`src/verilog/serial_prog_regs.vh`:
```
// command codes, setup codes and status layout of the serial programming decoder
`ifndef SERIAL_PROG_REGS_VH
`define SERIAL_PROG_REGS_VH
`define SETUP_UART      8'h86
`define SETUP_SIO       8'h30
`define CMD_ERASE       8'hF0
`define CMD_WRITE       8'h30
`define CMD_READ        8'h40
`define CMD_RAM_LOAD    8'h60
`define CMD_SUM         8'h90
`define CMD_ID          8'hC0
`define CMD_STATUS      8'hC3
`define CMD_LOCK        8'hFA
`define CMD_CLK_CHANGE  8'hA0
`define ERASED_BYTE     8'hFF
`define AREA_CHIP_MIN   8'h80
`define STAT_LOCK_BIT   0
`define STAT_TAIL_BIT   1
`define ID_ROM_DEFAULT  8'h5A
`define ID_RAM_DEFAULT  8'hA5
`endif

```
`src/verilog/serial_link.v`:
```
// serial bit engine: pin synchronisers, auto-baud asynchronous path and clocked slave path
`timescale 1ns/1ps
`include "serial_prog_regs.vh"
module serial_link #(
	parameter CNT_W = 17
) (
	input  wire       core_clk,
	input  wire       rst_n,
	input  wire       rx_pin,
	input  wire       sclk_pin,
	input  wire       fmt_set,
	input  wire       fmt_sio,
	input  wire       remeasure,
	input  wire       flow_busy,
	input  wire       tx_valid,
	input  wire [7:0] tx_data,
	output wire       tx_ready,
	output reg        rx_valid,
	output reg  [7:0] rx_data,
	output reg        rx_sio,
	output reg        tx_pin
);
	localparam U_IDLE  = 4'b0001;
	localparam U_MEAS  = 4'b0010;
	localparam U_START = 4'b0100;
	localparam U_DATA  = 4'b1000;

	reg [2:0]       rx_s;
	reg [2:0]       ck_s;
	reg             rx_f;
	reg             ck_f;
	reg             rx_prev;
	reg             ck_prev;
	reg [3:0]       ust;
	reg [CNT_W-1:0] ucnt;
	reg [CNT_W-1:0] bit_len;
	reg [3:0]       uidx;
	reg [7:0]       ushf;
	reg             meas_pend;
	reg [7:0]       sshf;
	reg [3:0]       scnt;
	reg [9:0]       tsh;
	reg [3:0]       tbits;
	reg [CNT_W-1:0] tcnt;
	wire            rx_fall  = rx_prev & ~rx_f;
	wire            ck_rise  = ~ck_prev & ck_f;
	wire            ck_fall  = ck_prev & ~ck_f;
	wire            uart_en  = ~(fmt_set & fmt_sio);
	wire            sio_en   = ~(fmt_set & ~fmt_sio);
	wire [CNT_W-1:0] reload  = bit_len - {{(CNT_W-1){1'b0}}, 1'b1};

	assign tx_ready = (tbits == 4'h0);

	always @(posedge core_clk) begin
		if (!rst_n) begin
			rx_s    <= 3'h7;
			ck_s    <= 3'h7;
			rx_f    <= 1'b1;
			ck_f    <= 1'b1;
			rx_prev <= 1'b1;
			ck_prev <= 1'b1;
		end else begin
			rx_s    <= {rx_s[1:0], rx_pin};
			ck_s    <= {ck_s[1:0], sclk_pin};
			// a change counts only once the last two stages agree
			if (rx_s[1] == rx_s[2])
				rx_f <= rx_s[2];
			if (ck_s[1] == ck_s[2])
				ck_f <= ck_s[2];
			rx_prev <= rx_f;
			ck_prev <= ck_f;
		end
	end

	always @(posedge core_clk) begin
		if (!rst_n) begin
			ust       <= U_IDLE;
			ucnt      <= {CNT_W{1'b0}};
			bit_len   <= {CNT_W{1'b1}};
			uidx      <= 4'h0;
			ushf      <= 8'h00;
			meas_pend <= 1'b1;
			sshf      <= 8'h00;
			scnt      <= 4'h0;
			rx_valid  <= 1'b0;
			rx_data   <= 8'h00;
			rx_sio    <= 1'b0;
		end else begin
			rx_valid <= 1'b0;
			if (remeasure) begin
				meas_pend <= 1'b1;
				ust       <= U_IDLE;
			end else begin
				case (ust)
				U_IDLE: begin
					if (uart_en && rx_fall) begin
						ucnt <= meas_pend ? {CNT_W{1'b0}} : {1'b0, bit_len[CNT_W-1:1]};
						ust  <= meas_pend ? U_MEAS : U_START;
					end
				end
				U_MEAS: begin
					// low run of the setup byte is start bit plus bit 0: two bit times
					if (rx_f) begin
						bit_len   <= {1'b0, ucnt[CNT_W-1:1]};
						ucnt      <= {2'b00, ucnt[CNT_W-1:2]};
						ushf      <= 8'h00;
						uidx      <= 4'h1;
						meas_pend <= 1'b0;
						ust       <= U_DATA;
					end else if (ucnt != {CNT_W{1'b1}}) begin
						ucnt <= ucnt + {{(CNT_W-1){1'b0}}, 1'b1};
					end
				end
				U_START: begin
					if (ucnt != {CNT_W{1'b0}}) begin
						ucnt <= ucnt - {{(CNT_W-1){1'b0}}, 1'b1};
					end else if (!rx_f) begin
						ucnt <= reload;
						uidx <= 4'h0;
						ust  <= U_DATA;
					end else begin
						ust <= U_IDLE;
					end
				end
				U_DATA: begin
					if (ucnt != {CNT_W{1'b0}}) begin
						ucnt <= ucnt - {{(CNT_W-1){1'b0}}, 1'b1};
					end else if (uidx == 4'h8) begin
						rx_valid <= 1'b1;
						rx_data  <= ushf;
						rx_sio   <= 1'b0;
						ust      <= U_IDLE;
					end else begin
						ushf[uidx[2:0]] <= rx_f;
						uidx            <= uidx + 4'h1;
						ucnt            <= reload;
					end
				end
				default: ust <= U_IDLE;
				endcase
			end
			// clocked slave path samples on the rising edge of the controller's clock
			if (sio_en && ck_rise) begin
				sshf <= {rx_f, sshf[7:1]};
				if (scnt == 4'h7) begin
					scnt     <= 4'h0;
					rx_valid <= 1'b1;
					rx_data  <= {rx_f, sshf[7:1]};
					rx_sio   <= 1'b1;
				end else begin
					scnt <= scnt + 4'h1;
				end
			end
		end
	end

	always @(posedge core_clk) begin
		if (!rst_n) begin
			tsh    <= 10'h3FF;
			tbits  <= 4'h0;
			tcnt   <= {CNT_W{1'b0}};
			tx_pin <= 1'b1;
		end else begin
			if (tx_valid && tx_ready) begin
				tsh   <= fmt_sio ? {2'b11, tx_data} : {1'b1, tx_data, 1'b0};
				tbits <= fmt_sio ? 4'h8 : 4'hA;
				tcnt  <= reload;
			end else if (tbits != 4'h0) begin
				if (fmt_sio) begin
					if (ck_fall) begin
						tsh   <= {1'b1, tsh[9:1]};
						tbits <= tbits - 4'h1;
					end
				end else if (tcnt == {CNT_W{1'b0}}) begin
					tsh   <= {1'b1, tsh[9:1]};
					tbits <= tbits - 4'h1;
					tcnt  <= reload;
				end else begin
					tcnt <= tcnt - {{(CNT_W-1){1'b0}}, 1'b1};
				end
			end
			// idle slave line doubles as flow control: low while the core is busy
			if (fmt_set && fmt_sio && tbits == 4'h0)
				tx_pin <= ~flow_busy;
			else
				tx_pin <= (tbits == 4'h0) ? 1'b1 : tsh[0];
		end
	end
endmodule // serial_link

```
`src/verilog/serial_prog_command_decoder.v`:
```
// serial programming-mode command interpreter with security lock and password gating
// Overview of operation
// - after reset, accept only a setup byte
// - 0x86 selects asynchronous, 0x30 clocked slave
// - 0xF0 requests flash erase
// - 0x30 after setup requests flash write
// - 0x40 requests flash read
// - 0x60 loads data into on-chip RAM
// - 0x90 sends flash checksum, upper byte first
// - 0xC0 sends ROM and RAM identification bytes
// - 0xC3 reports lock and tail-area status
// - 0xFA turns the security lock on
// - lock refuses write, RAM load, read
// - lock blocks parallel and run writes; chip erase clears
// - chip or sector erase; erased reads 0xFF
// - sector erase halts until reset if locked or option 0xFF
// - erase needs password unless blank or option 0xFF
// - write needs password unless flash blank
// - read sends requested bytes, then checksum
// - read needs password unless flash blank
// - RAM load returns checksum; executes RAM as low byte queued
// - RAM load needs password unless flash blank
// - 0xA0 switches system clock, then re-derives baud in asynchronous format only
// - measure setup byte's first low run for baud
// - echo accepted command bytes; setup error sends nothing
// - password error halts until external reset
`timescale 1ns/1ps
`include "serial_prog_regs.vh"
module serial_prog_command_decoder #(
	parameter       CNT_W       = 17,
	parameter [7:0] ID_ROM_CODE = `ID_ROM_DEFAULT,
	parameter [7:0] ID_RAM_CODE = `ID_RAM_DEFAULT
) (
	input  wire        core_clk,
	input  wire        rst_n,
	input  wire        rx_pin,
	input  wire        sclk_pin,
	output wire        tx_pin,
	input  wire        flash_blank,
	input  wire [7:0]  erase_protect_option_byte,
	input  wire        lock_stored,
	input  wire        tail_blank,
	output wire        auth_req,
	input  wire        auth_ok,
	input  wire        auth_fail,
	output wire        op_req,
	output reg  [7:0]  op_code,
	output reg         erase_chip,
	input  wire        op_done,
	input  wire        op_err,
	input  wire [15:0] op_sum,
	input  wire        eng_tx_valid,
	input  wire [7:0]  eng_tx_data,
	output wire        eng_tx_ready,
	output reg  [7:0]  rx_byte,
	output reg         rx_byte_valid,
	output reg         cmd_refused,
	output reg         ram_exec,
	output reg         security_lock,
	output wire        parallel_access_block,
	output wire        run_write_block,
	output reg         ext_clk_sel,
	output reg         fmt_sio,
	output wire        halted
);
	localparam ST_STANDBY = 14'h0001;
	localparam ST_CMD     = 14'h0002;
	localparam ST_SEND    = 14'h0004;
	localparam ST_AUTH    = 14'h0008;
	localparam ST_AREA    = 14'h0010;
	localparam ST_RUN     = 14'h0020;
	localparam ST_SUMH    = 14'h0040;
	localparam ST_SUML    = 14'h0080;
	localparam ST_ID1     = 14'h0100;
	localparam ST_ID2     = 14'h0200;
	localparam ST_STAT    = 14'h0400;
	localparam ST_CLK     = 14'h0800;
	localparam ST_REF     = 14'h1000;
	localparam ST_HALT    = 14'h2000;

	reg [13:0] state;
	reg [13:0] pend;
	reg [13:0] after_auth;
	reg        fmt_set;
	reg [7:0]  tx_byte;
	reg        tx_hold;
	reg [15:0] sum;
	reg        remeasure;
	wire       link_ready;
	wire       link_rx_valid;
	wire [7:0] link_rx_data;
	wire       link_rx_sio;
	wire       in_run    = (state == ST_RUN);
	wire       tx_valid  = in_run ? eng_tx_valid : tx_hold;
	wire [7:0] tx_data   = in_run ? eng_tx_data : tx_byte;
	wire       tx_fire   = (state == ST_SEND) && tx_hold && link_ready;
	wire       option_ff = (erase_protect_option_byte == `ERASED_BYTE);

	// password is skipped on a blank part; erase also skips it on an open option byte
	function need_auth;
		input [7:0] cmd;
		input       blank;
		input       opt_ff;
		begin
			if (cmd == `CMD_ERASE)
				need_auth = ~(blank | opt_ff);
			else
				need_auth = ~blank;
		end
	endfunction

	assign auth_req              = (state == ST_AUTH);
	assign op_req                = in_run;
	assign eng_tx_ready          = in_run & link_ready;
	assign parallel_access_block = security_lock;
	assign run_write_block       = security_lock;
	assign halted                = (state == ST_HALT);

	serial_link #(
		.CNT_W(CNT_W)
	) u_link (
		.core_clk  (core_clk),
		.rst_n     (rst_n),
		.rx_pin    (rx_pin),
		.sclk_pin  (sclk_pin),
		.fmt_set   (fmt_set),
		.fmt_sio   (fmt_sio),
		.remeasure (remeasure),
		.flow_busy (~(state == ST_CMD || state == ST_STANDBY)),
		.tx_valid  (tx_valid),
		.tx_data   (tx_data),
		.tx_ready  (link_ready),
		.rx_valid  (link_rx_valid),
		.rx_data   (link_rx_data),
		.rx_sio    (link_rx_sio),
		.tx_pin    (tx_pin)
	);

	always @(posedge core_clk) begin
		if (!rst_n) begin
			state         <= ST_STANDBY;
			pend          <= ST_CMD;
			after_auth    <= ST_RUN;
			fmt_set       <= 1'b0;
			fmt_sio       <= 1'b0;
			tx_byte       <= 8'h00;
			tx_hold       <= 1'b0;
			sum           <= 16'h0000;
			remeasure     <= 1'b0;
			op_code       <= 8'h00;
			erase_chip    <= 1'b0;
			rx_byte       <= 8'h00;
			rx_byte_valid <= 1'b0;
			cmd_refused   <= 1'b0;
			ram_exec      <= 1'b0;
			security_lock <= 1'b0;
			ext_clk_sel   <= 1'b0;
		end else begin
			remeasure     <= 1'b0;
			cmd_refused   <= 1'b0;
			ram_exec      <= 1'b0;
			rx_byte_valid <= 1'b0;
			// payload bytes reach the engine only during the password check and while it owns the exchange
			if (link_rx_valid && (state == ST_AUTH || state == ST_RUN)) begin
				rx_byte       <= link_rx_data;
				rx_byte_valid <= 1'b1;
			end
			if (tx_fire)
				tx_hold <= 1'b0;
			case (state)
			ST_STANDBY: begin
				// stored lock is taken after reset release, not under reset
				security_lock <= lock_stored;
				if (link_rx_valid) begin
					if (!link_rx_sio && link_rx_data == `SETUP_UART) begin
						fmt_set <= 1'b1;
						fmt_sio <= 1'b0;
						tx_byte <= link_rx_data;
						tx_hold <= 1'b1;
						pend    <= ST_CMD;
						state   <= ST_SEND;
					end else if (link_rx_sio && link_rx_data == `SETUP_SIO) begin
						fmt_set <= 1'b1;
						fmt_sio <= 1'b1;
						tx_byte <= link_rx_data;
						tx_hold <= 1'b1;
						pend    <= ST_CMD;
						state   <= ST_SEND;
					end else begin
						// a rejected byte may have left a false bit time; measure afresh
						remeasure <= 1'b1;
					end
				end
			end
			ST_CMD: begin
				if (link_rx_valid && (!fmt_sio == !link_rx_sio)) begin
					op_code <= link_rx_data;
					tx_byte <= link_rx_data;
					case (link_rx_data)
					`CMD_ERASE: begin
						tx_hold    <= 1'b1;
						after_auth <= ST_AREA;
						pend       <= need_auth(link_rx_data, flash_blank, option_ff) ? ST_AUTH : ST_AREA;
						state      <= ST_SEND;
					end
					`CMD_WRITE, `CMD_READ, `CMD_RAM_LOAD: begin
						if (security_lock) begin
							cmd_refused <= 1'b1;
						end else begin
							tx_hold    <= 1'b1;
							after_auth <= ST_RUN;
							pend       <= need_auth(link_rx_data, flash_blank, option_ff) ? ST_AUTH : ST_RUN;
							state      <= ST_SEND;
						end
					end
					`CMD_SUM: begin
						tx_hold <= 1'b1;
						pend    <= ST_RUN;
						state   <= ST_SEND;
					end
					`CMD_ID: begin
						tx_hold <= 1'b1;
						pend    <= ST_ID1;
						state   <= ST_SEND;
					end
					`CMD_STATUS: begin
						tx_hold <= 1'b1;
						pend    <= ST_STAT;
						state   <= ST_SEND;
					end
					`CMD_LOCK: begin
						security_lock <= 1'b1;
						tx_hold       <= 1'b1;
						pend          <= ST_CMD;
						state         <= ST_SEND;
					end
					`CMD_CLK_CHANGE: begin
						tx_hold <= 1'b1;
						pend    <= ST_CLK;
						state   <= ST_SEND;
					end
					default: state <= ST_CMD;
					endcase
				end
			end
			ST_SEND: begin
				if (tx_fire)
					state <= pend;
			end
			ST_AUTH: begin
				if (auth_fail)
					state <= ST_HALT;
				else if (auth_ok)
					state <= after_auth;
			end
			ST_AREA: begin
				if (link_rx_valid) begin
					if (link_rx_data >= `AREA_CHIP_MIN) begin
						erase_chip <= 1'b1;
						state      <= ST_RUN;
					end else if (security_lock || option_ff) begin
						state <= ST_HALT;
					end else begin
						erase_chip <= 1'b0;
						state      <= ST_RUN;
					end
				end
			end
			ST_RUN: begin
				// engine streams records or read data; this side only frames the exchange
				if (op_err) begin
					state <= ST_HALT;
				end else if (op_done) begin
					sum   <= op_sum;
					state <= ST_SUMH;
					if (op_code == `CMD_ERASE && erase_chip)
						security_lock <= 1'b0;
				end
			end
			ST_SUMH: begin
				tx_byte <= sum[15:8];
				tx_hold <= 1'b1;
				pend    <= ST_SUML;
				state   <= ST_SEND;
			end
			ST_SUML: begin
				tx_byte <= sum[7:0];
				tx_hold <= 1'b1;
				// control passes to the loaded program as the low RAM checksum byte is queued, before it is sent
				pend    <= (op_code == `CMD_RAM_LOAD) ? ST_HALT : ST_CMD;
				if (op_code == `CMD_RAM_LOAD)
					ram_exec <= 1'b1;
				state   <= ST_SEND;
			end
			ST_ID1: begin
				tx_byte <= ID_ROM_CODE;
				tx_hold <= 1'b1;
				pend    <= ST_ID2;
				state   <= ST_SEND;
			end
			ST_ID2: begin
				tx_byte <= ID_RAM_CODE;
				tx_hold <= 1'b1;
				pend    <= ST_CMD;
				state   <= ST_SEND;
			end
			ST_STAT: begin
				tx_byte                 <= 8'h00;
				tx_byte[`STAT_LOCK_BIT] <= security_lock;
				tx_byte[`STAT_TAIL_BIT] <= tail_blank;
				tx_hold                 <= 1'b1;
				pend                    <= ST_CMD;
				state                   <= ST_SEND;
			end
			ST_CLK: begin
				// wait for the echo to leave before the bit rate changes under it
				if (link_ready) begin
					ext_clk_sel <= ~ext_clk_sel;
					remeasure   <= ~fmt_sio;
					state       <= fmt_sio ? ST_CMD : ST_REF;
				end
			end
			ST_REF: begin
				if (link_rx_valid)
					state <= ST_CMD;
			end
			ST_HALT: begin
				state <= ST_HALT;
			end
			default: state <= ST_STANDBY;
			endcase
		end
	end
endmodule // serial_prog_command_decoder

```
`config.mk`:
```
export PLATFORM = sky130hd
export DESIGN_NAME = serial_prog_command_decoder
export DESIGN_NICKNAME = d
export VERILOG_FILES = /design/src/verilog/serial_link.v /design/src/verilog/serial_prog_command_decoder.v
export VERILOG_INCLUDE_DIRS = /design/src /design/src/verilog
export SDC_FILE = /design/constraint.sdc
export NUM_CORES = 1
export LEC_CHECK = 0
export ABC_CLOCK_PERIOD_IN_PS = 3900
export BUFFER_PORTS_ARGS = -buffer_cell sky130_fd_sc_hd__buf_2
export CAP_MARGIN = 10
export CORE_UTILIZATION = 35
export CTS_CLUSTER_SIZE = 30
export DETAILED_ROUTE_END_ITERATION = 7
export GPL_TIMING_DRIVEN = 0
export MAX_ROUTING_LAYER = met4
export SLEW_MARGIN = 25
export SYNTH_ARGS = -nofsm -noshare
export SYNTH_HDL_FRONTEND = slang
export SYNTH_SLANG_ARGS = --single-unit
export TNS_END_PERCENT = 20
```
`constraint.sdc`:
```
create_clock -name core_clk -period 3.9 [get_ports core_clk]
set_clock_uncertainty 0.05 [all_clocks]
set_input_delay 0.39 -clock core_clk [delete_from_list [all_inputs] [get_ports core_clk]]
set_output_delay 0.39 -clock core_clk [all_outputs]
set_load 0.01 [all_outputs]
```
==> flow_summary.toml, run 1 <==
[sta]
final.setup.tns_ns = 0
hold_viol_final = 0
slew_headroom_pct = 33.0
max_slew.worst_pin.slew_ns = 0.991
max_freq_mhz = 288
slew_violations = 0
fin_ws_ns = 0.431
rsz0062_at_grt = "no"
fin_crit_sh_pct = 89.0
period_needed_ns = 3.47
finalSetupViolCount = 0

[layout]
drive_above_1_share_pct = 11.4
stdcell_area_mm2 = 0.0122
diodes = 0
final_nets = 1499
areaGrowthSynthToFinish_pct = 14.4
fin_util_pct = 40.9
multi_input_area_mm2 = 0.00634
n_fill_cell = 3099
ff_latch_area_mm2 = 0.00378

[logic_synthesis]
syn_area_mm2 = 0.0107
synth-edff-count = 0
synth_ff_type = "dfxtp_1"
synth.yosys.warnings = 0
yosys.area.top_type = "dfxtp_1"
synth_top_cells_by_area = "dfxtp_1, nand2_1, mux2i_1"
yosys-top-cells-count = "nand2_1, dfxtp_1, nor2_1"
synthArstFlopShare_pct = 0
yosys.cell_count.top_type = "nand2_1"
seq_area_frac_synth_pct = 35.5
synth_cell_type_count = 85
synth.net_count = 1405
syn_inst = 1351
synth.avg_cell_area_um2 = 7.89
synth_top_area_share_pct = 35.5
ys_ff_latch = 189

[worst_setup_path]
rr_worst_depth = 8
r2r-end = "u_link.ust[2]$_SDFFE_PP0P_"
path_max_fanout = 10
crit_required_ns = 4.23
cp-end-kind = "flop"
crit_type = "flop to flop"
crit_family = "simple AND/OR/NAND/NOR gates"
cp-start-kind = "flop"
r2r_setup_slack_ns = 0.43
crit_chain = "clkbuf_1 > nor3_1 > nand3_1 > clkbuf_1 > o21ai_2 > nand3_1 > or3_1 > a21oi_1"
cpMaxStageDelayCell = "nor3_1"
rr_startpoint = "u_link.ucnt[6]$_SDFFE_PN0P_"
cp.arrival_ns = 3.80
max_stage_delay_ns = 0.80
critPathBufInv = 2

[drt]
antenna_left = 0
drt_iter0_drc = 953
via_per_inst = 5.86
dr.pass1.iters = 5
drc = 0
wl_per_cell_um = 20.1
routed_wl_um = 37100
vias = 10835

[clock_tree]
numCtsBuffers = 17
cts_tree = "done"
cts.repair_timing.setup_buffer_count = 0
cts-htree-levels = 4
clock-root-buffer = "clkbuf_16"
clock_path_buffers = 2
clk_pin_slew_ns = 0.08
hold_buffers = 0
cts_resized = 0
numClockSinks = 189
clk_latency_ns = 0.46

[global_route]
grt_overflow = 0
grt_pass1_wl_um = 58000
antenna_found_initial = 0
grt_pass1_vias = 10161
grt_util_all_layers_pct = 24.8
grt_max_degree = 20

[power]
p_leak_nw = 4.35
cellPowerDensity_mw_per_mm2 = 437
ir_worst_vdd_mv = 0.355
finalPower_mw = 5.33

[place]
pre_cts_ws_ns = 0.483
placed_area_mm2 = 0.0116
place_congestion = 0.981
dp_hpwl_um = 27600
port_buffers = 73

[floorplan]
die_x_um = 177
num_rows = 63
ioPinCount = 74
die_h_um = 177
initial_core_util_pct = 35.8
core_mm2 = 0.0298
die_area_mm2 = 0.0312

[run_status]
status = "complete, no violations"

[run]
drv_cap = 0

[worst_hold_path]
holdPathEnd = "u_link.rx_s[0]$_SDFF_PN1_"
hold_class = "input pin to flop"
min_delay_path_depth = 2
min-delay-start = "rx_pin"
-- flip-flops by register name, summed over array words and instances (netlist names), 7 cells and up --
signal          cells
pend               10
rx_byte             8
u_link.bit_len     17
u_link.tcnt        17
u_link.ucnt        17
u_link.ushf         8
u_link.sshf         7
u_link.tsh          9
u_link.rx_data      8
sum                16
tx_byte             8
op_code             8
state              14
-- worst max path at each step --
| stage | from | endpoint | slack, ns | cells after the start |
|---|---|---|---|---|
| 2_1_floorplan | u_link.tcnt[0]$_SDFFE_PN0P_ | u_link.tsh[2]$_SDFFE_PN1P_ | 1.12 | 10 |
| 5_1_grt | u_link.tcnt[0]$_SDFFE_PN0P_ | u_link.tsh[7]$_SDFFE_PN1P_ | 0.18 | 10 |
| 3_3_place_gp | state[3]$_SDFFE_PN0P_ | tx_byte[7]$_SDFFE_PN0P_ | 0.30 | 7 |
| 4_1_cts | u_link.tcnt[0]$_SDFFE_PN0P_ | u_link.tsh[5]$_SDFFE_PN1P_ | 0.46 | 10 |
| 6_report | u_link.ucnt[6]$_SDFFE_PN0P_ | u_link.ust[2]$_SDFFE_PP0P_ | 0.43 | 8 |
| 3_5_place_dp | u_link.tcnt[0]$_SDFFE_PN0P_ | u_link.tsh[5]$_SDFFE_PN1P_ | 0.48 | 10 |
-- power breakdown --
part	internal, mW	total, mW	switching [mW]
Clock	0.985	1.89	0.904
Combinational	0.505	1.31	0.808
Sequential	2.03	2.13	0.100
Total	3.52	5.33	1.81
-- logic make-up after synthesis --
logic type | count (synthesis) | synth area share, %
xor+xnor | 46 | 3.91
fa+ha+maj | 10 | 1.17
simple gates | 570 | 27.3
flops | 189 | 35.5
compound gates | 344 | 21.2
mux | 57 | 5.50
buf+inv | 135 | 5.44
-- stage by stage --
stage	std cells	hold WS (ns)
floorplan	1351	0.336
global placement	1814	0.340
detailed placement	1816	0.346
CTS	1848	0.0695
global route	1848	0.0910
finish	1848	0.0745
-- placed cells by master, fill, tap and decap left out, drive strengths merged, types with 6 or more instances in the layout --
cell type / Yosys / routed
a2111oi: 7 / 7
a211oi: 15 / 15
a21oi: 97 / 97
a222oi: 7 / 7
a31oi: 20 / 20
and2: 14 / 14
and3: 16 / 16
and4: 10 / 10
buf: 22 / 97
clkbuf: 84 / 101
clkinv: 1 / 6
dfxtp: 189 / 189
ha: 10 / 10
inv: 28 / 36
mux2i: 54 / 54
nand2: 193 / 193
nand2b: 18 / 18
nand3: 44 / 44
nand3b: 9 / 9
nand4: 21 / 21
nor2: 102 / 102
nor3: 40 / 40
nor3b: 6 / 6
nor4: 28 / 28
nor4b: 13 / 13
o211ai: 20 / 20
o21a: 9 / 9
o21ai: 81 / 81
o221ai: 6 / 6
o22ai: 10 / 10
o31ai: 7 / 7
or3: 15 / 15
or4: 13 / 13
or4b: 6 / 6
xnor2: 31 / 31
xor2: 14 / 14
-- worst register-to-register path: stages (launching register included) --
cell      delay (ns)
dfxtp_1         0.30
clkbuf_1        0.21
nor3_1          0.80
nand3_1         0.30
clkbuf_1        0.32
o21ai_2         0.56
nand3_1         0.31
or3_1           0.38
a21oi_1         0.15
-- cell type report --
type | instances | share of cell area [%]
Timing Repair Buffer | 75 | 3.10
Buffer | 106 | 3.83
Tap cell | 390 | 4.00
Clock buffer | 17 | 3.49
Multi-Input combinational cell | 1027 | 52.0
Clock inverter | 15 | 1.62
Sequential cell | 189 | 31.0
Inverter | 29 | 0.934
-- metal layers --
layer	vias up	wire (µm)	track usage [%]
met5	-	0	-
met4	0	1070	8.51
met3	77	2280	3.77
met2	423	16700	38.3
met1	5187	17100	32.8
li1	5148	-	-
Note: power is estimated with default switching activity, not from simulation.
==> run 2, diff against run 1 <==
ABC_CLOCK_PERIOD_IN_PS = 2850   (was 3900)
clock period = 2.85 ns   (was 3.9 ns; I/O delays follow)
==> run 2 against run 1 <==
  * Highest routed layer unchanged
  * Sequential share of layout area down 0.97 points
  * Setup slack worse by 0.40 ns
  * Largest power group unchanged
  * Critical endpoint is now u_link.tcnt[5]$_SDFFE_PN0P_
  * Critical path type unchanged
  * Clock power rose by 37%
  * Sequential power is 37% higher
  * Count of clock-buffer cells in the layout unchanged
==> flow_summary.toml, run 2 (synthesis results as in run 1) <==
[run_status]
status = "complete, no violations"

[floorplan]
die_x_um = 177
die_area_mm2 = 0.0312
die_h_um = 177
core_mm2 = 0.0298
initial_core_util_pct = 35.8
num_rows = 63
ioPinCount = 74

[global_route]
grt_pass1_wl_um = 58600
grt_pass1_vias = 10298
grt_util_all_layers_pct = 25.1
grt_max_degree = 20
grt_overflow = 0
antenna_found_initial = 1

[drt]
dr.pass1.iters = 5
wl_per_cell_um = 20.5
via_per_inst = 5.91
antenna_left = 0
routed_wl_um = 37800
vias = 10926
drc = 0
drt_iter0_drc = 936

[sta]
max_slew.worst_pin.slew_ns = 0.893
rsz0062_at_grt = "yes"
finalSetupViolCount = 0
hold_slack_ns = 0.0104
period_needed_ns = 2.82
slew_violations = 0
max_freq_mhz = 354
fin_crit_sh_pct = 99.0
hold_viol_final = 0
slew_headroom_pct = 40.5

[clock_tree]
clock-root-buffer = "clkbuf_16"
cts_tree = "done"
numCtsBuffers = 17
clk_pin_slew_ns = 0.08
cts-htree-levels = 4
clk_latency_ns = 0.46
clock_path_buffers = 2
numClockSinks = 189

[layout]
diodes = 0
layout_common_cells = "nand2_1, dfxtp_1, nor2_1"
n_fill_cell = 3053
largestRegisters = "u_link.bit_len (17), u_link.tcnt (17), u_link.ucnt (17)"
multi_input_area_mm2 = 0.00664
final_nets = 1500
ff_latch_area_mm2 = 0.00379
drive_above_1_share_pct = 16.5
stdcell_area_mm2 = 0.0126
fin_util_pct = 42.4
final_common_cell = "nand2_1"
areaGrowthSynthToFinish_pct = 18.4

[worst_setup_path]
crit_family = "simple AND/OR/NAND/NOR gates"
crit_chain = "or4_4 > or4_4 > clkinv_8 > mux2i_4 > nor2_1 > mux2_2 > o32ai_1"
crit_type = "flop to flop"
cp-end-kind = "flop"
cp-start-kind = "flop"
cpMaxStageDelayCell = "or4_4"
path_common_cell = "or4_4"
crit_required_ns = 3.16
critPathBufInv = 1
path_max_fanout = 10
max_stage_delay_ns = 0.64
cp.arrival_ns = 3.14

[power]
p_leak_nw = 4.54
ir_worst_vdd_mv = 0.488
cellPowerDensity_mw_per_mm2 = 582
finalPower_mw = 7.35

[place]
place_congestion = 0.981
placed_area_mm2 = 0.0116
port_buffers = 73
dp_hpwl_um = 27600

[worst_hold_path]
hold_class = "input pin to flop"

[run]
drv_cap = 0
[run 2: cell count changes in the layout (fill, tap and decap cells not counted), sizes merged]
cell	change
dlygate4sd3	+2
buf	+15
clkbuf	-16
[run 2: final cells by class]
| type | count | share of cell area, % |
|---|---|---|
| buffer | 89 | 3.48 |
| clock buffer | 17 | 3.37 |
| clock inverter | 15 | 1.57 |
| inverter | 29 | 0.961 |
| multi-input combinational | 1027 | 52.6 |
| sequential | 189 | 30.0 |
| tap | 390 | 3.87 |
| timing repair buffer | 93 | 4.13 |
[run 2: worst paths after layout]
| kind | startpoint | end | slack [ns] | depth (start not counted) |
|---|---|---|---|---|
| setup / recovery | state[2]$_SDFFE_PN0P_ | u_link.tcnt[5]$_SDFFE_PN0P_ | 0.03 | 7 |
| hold / removal | op_sum[8] | sum[8]$_SDFFE_PN0P_ | 0.01 | 3 |
| setup reg to reg | state[2]$_SDFFE_PN0P_ | u_link.tcnt[5]$_SDFFE_PN0P_ | 0.03 | 7 |
| hold reg to reg | u_link.rx_s[0]$_SDFF_PN1_ | u_link.rx_s[1]$_SDFF_PN1_ | 0.36 | 1 |
[run 2: repair_timing]
| action | in CTS | in global routing |
|---|---|---|
| pin swaps | 3 | 6 |
| setup buffers | 12 | 4 |
| hold buffers | 2 | 0 |
| cloned | 0 | 0 |
| resized for setup | 41 | 64 |
| hold endpoints to repair | 2 | 0 |
| endpoints found under the setup margin | 110 | 126 |
[run 2: report_power, final]
group | total (mW) | switching [mW] | internal [mW]
logic | 1.84 | 1.13 | 0.714
clock network | 2.58 | 1.24 | 1.35
registers | 2.92 | 0.146 | 2.77
total | 7.35 | 2.51 | 4.84
[run 2: worst reg2reg max path, cell delays in order (launching register included)]
cell      delay (ns)
dfxtp_4         0.39
or4_4           0.64
or4_4           0.59
clkinv_8        0.10
mux2i_4         0.32
nor2_1          0.15
mux2_2          0.29
o32ai_1         0.20
[run 2: metrics by stage]
| stage | setup WS [ns] | setup TNS (ns) | instances |
|---|---|---|---|
| 3_3_place_gp | -0.747 | -31.87 | 1814 |
| 5_1_grt | -0.0456 | -0.187 | 1849 |
| 6_report | 0.0275 | 0 | 1849 |
| 3_5_place_dp | -0.567 | -26.34 | 1816 |
| 2_1_floorplan | 0.0740 | 0 | 1351 |
| 4_1_cts | -0.000984 | -0.000984 | 1855 |
[run 2: routing by layer]
metal  track usage (%)  vias to the layer above  part of all wire (%)
met5                 -                        -                     0
met4              9.16                        0                   3.0
met3              4.78                       87                   7.9
met2              38.7                      470                    45
met1              32.5                     5208                    44
li1                  -                     5161                     -
==> run 3, diff against run 2 <==
CELL_PAD_IN_SITES_DETAIL_PLACEMENT = 0   (was not set)
CELL_PAD_IN_SITES_GLOBAL_PLACEMENT = 1   (was not set)
PLACE_DENSITY_LB_ADDON = 0.1   (was not set)
==> run 3 against run 2 <==
  * The flow now finishes with violations (setup timing)
  * Setup slack worse by 0.036 ns
  * Utilization shrank 0.10 points
  * Wire length increased by 4.9%
  * First-iteration DRC count increased by 12%
  * Sequential share of layout area about the same
  * Clock power is 5% lower
  * Via count shrank 2.0%
  * Die area unchanged
  * Cell count rose by 0.27%
  * Sequential power is essentially flat
==> flow_summary.toml, run 3 (synthesis results as in run 1) <==
[run_status]
status = "complete, but fails checks"
violations = "setup timing"

[worst_setup_path]
rr_startpoint = "state[2]$_SDFFE_PN0P_"
cp-start-kind = "flop"
crit_chain = "buf_4 > or4_4 > buf_6 > or4_4 > clkinv_4 > mux2i_4 > nor2_1 > mux2_2 > o32ai_1"
critPathBufInv = 3
path_common_cell = "or4_4"
r2r-end = "u_link.tcnt[5]$_SDFFE_PN0P_"
cp.arrival_ns = 3.19
r2r_setup_slack_ns = -0.008
max_stage_delay_ns = 0.51
worstSetupStartpoint = "state[2]$_SDFFE_PN0P_"
path_max_fanout = 10
crit_family = "simple AND/OR/NAND/NOR gates"
cpMaxStageDelayCell = "or4_4"
rr_worst_depth = 9
cp-end-kind = "flop"
crit_type = "flop to flop"
crit_required_ns = 3.18

[floorplan]
initial_core_util_pct = 35.8
num_rows = 63
core_mm2 = 0.0298
ioPinCount = 74
die_h_um = 177
die_area_mm2 = 0.0312
die_x_um = 177

[global_route]
grt_max_degree = 19
grt_util_all_layers_pct = 26.3
grt_overflow = 0
grt_pass1_vias = 9876
grt_pass1_wl_um = 60400
antenna_found_initial = 2

[worst_hold_path]
min-delay-start = "op_sum[13]"
min_delay_path_depth = 3
holdPathEnd = "sum[13]$_SDFFE_PN0P_"
hold_class = "input pin to flop"

[drt]
via_per_inst = 5.77
vias = 10706
wl_per_cell_um = 21.4
drt_iter0_drc = 1050
dr.pass1.iters = 8
drc = 0
routed_wl_um = 39700
antenna_left = 0

[clock_tree]
numClockSinks = 189
clock-root-buffer = "clkbuf_16"
clock_path_buffers = 2
clk_latency_ns = 0.46
clk_pin_slew_ns = 0.08
numCtsBuffers = 17
cts_tree = "done"
cts-htree-levels = 4

[sta]
hold_slack_ns = 0.0106
finalSetupViolCount = 1
max_slew.worst_pin.slew_ns = 1.02
period_needed_ns = 2.86
slew_headroom_pct = 32.2
slew_violations = 0
fin_ws_ns = -0.00827
fin_crit_sh_pct = 100
rsz0062_at_grt = "yes"
max_freq_mhz = 350
hold_viol_final = 0
final.setup.tns_ns = -0.00827

[power]
ir_worst_vdd_mv = 0.444
p_leak_nw = 4.54
cellPowerDensity_mw_per_mm2 = 584

[layout]
final_common_cell = "nand2_1"
layout_common_cells = "nand2_1, dfxtp_1, nor2_1"
drive_above_1_share_pct = 16.8
fin_util_pct = 42.3
largestRegisters = "u_link.bit_len (17), u_link.tcnt (17), u_link.ucnt (17)"
areaGrowthSynthToFinish_pct = 18.1
final_nets = 1503

[place]
dp_hpwl_um = 29300
place_congestion = 0.945
port_buffers = 73

[run]
drv_cap = 0
-- run 3: cell types whose count changed in the layout (fill, tap and decap cells not counted), sizes merged --
cell	before	now
buf	112	115
clkinvlp	0	3
diode	0	2
bufinv	2	1
clkinv	6	5
inv	36	35
-- run 3: final cells by class --
type | count | area (µm²)
fill | 3132 | 17200
multi-input combinational | 1027 | 6640
sequential | 189 | 3790
timing repair buffer | 94 | 527
tap | 390 | 488
buffer | 91 | 454
clock buffer | 17 | 425
clock inverter | 15 | 155
inverter | 29 | 114
antenna | 2 | 5.00
-- run 3: worst max-delay path by stage --
stage | to | depth (start not counted)
2_1_floorplan | u_link.tsh[2]$_SDFFE_PN1P_ | 10
3_3_place_gp | state[0]$_SDFFE_PN1P_ | 7
3_5_place_dp | u_link.ucnt[14]$_SDFFE_PN0P_ | 9
4_1_cts | tx_byte[5]$_SDFFE_PN0P_ | 10
5_1_grt | u_link.tsh[8]$_SDFFE_PN1P_ | 10
6_report | u_link.tcnt[5]$_SDFFE_PN0P_ | 9
-- run 3: layer usage --
| metal | global-route usage (%) | vias to the layer above | part of all wire (%) |
|---|---|---|---|
| met4 | 7.76 | 0 | 2.3 |
| met5 | - | - | 0 |
| met2 | 41.8 | 333 | 46 |
| met1 | 34.2 | 5164 | 46 |
| li1 | - | 5142 | - |
| met3 | 4.26 | 67 | 5.1 |
-- run 3: per-stage QoR --
| step | setup WS (ns) | instance area (µm²) | std cells | power (mW) |
|---|---|---|---|---|
| after global routing | -0.0827 | 12600 | 1854 | 7.72 |
| after floorplan | 0.0740 | 10700 | 1351 | 4.26 |
| after detailed placement | -0.528 | 11600 | 1816 | 4.80 |
| after global placement | -0.938 | 11500 | 1814 | 4.78 |
| after CTS | -0.145 | 12400 | 1853 | 7.32 |
| final | -0.00827 | 12600 | 1854 | 7.35 |
-- run 3: power by group --
part           total [mW]  switching (mW)  leakage (nW)  internal [mW]
Sequential           2.92           0.146          1.53           2.78
Combinational        1.97            1.19          2.73          0.780
Clock                2.46            1.22         0.278           1.24
Total                7.35            2.56          4.54           4.79
-- run 3: worst register-to-register path, cell delays in order, from the launching register on --
cell      delay [ns]
dfxtp_1         0.30
buf_4           0.17
or4_4           0.52
buf_6           0.17
or4_4           0.46
clkinv_4        0.10
mux2i_4         0.36
nor2_1          0.14
mux2_2          0.31
o32ai_1         0.22
-- run 3: what timing repair did --
item	4_1_cts	5_1_grt
setup endpoints to repair	115	119
pin swaps	2	6
cloned	1	0
resized for setup	44	64
hold endpoints to repair	2	0
buffers inserted	9	7
hold buffers	2	0
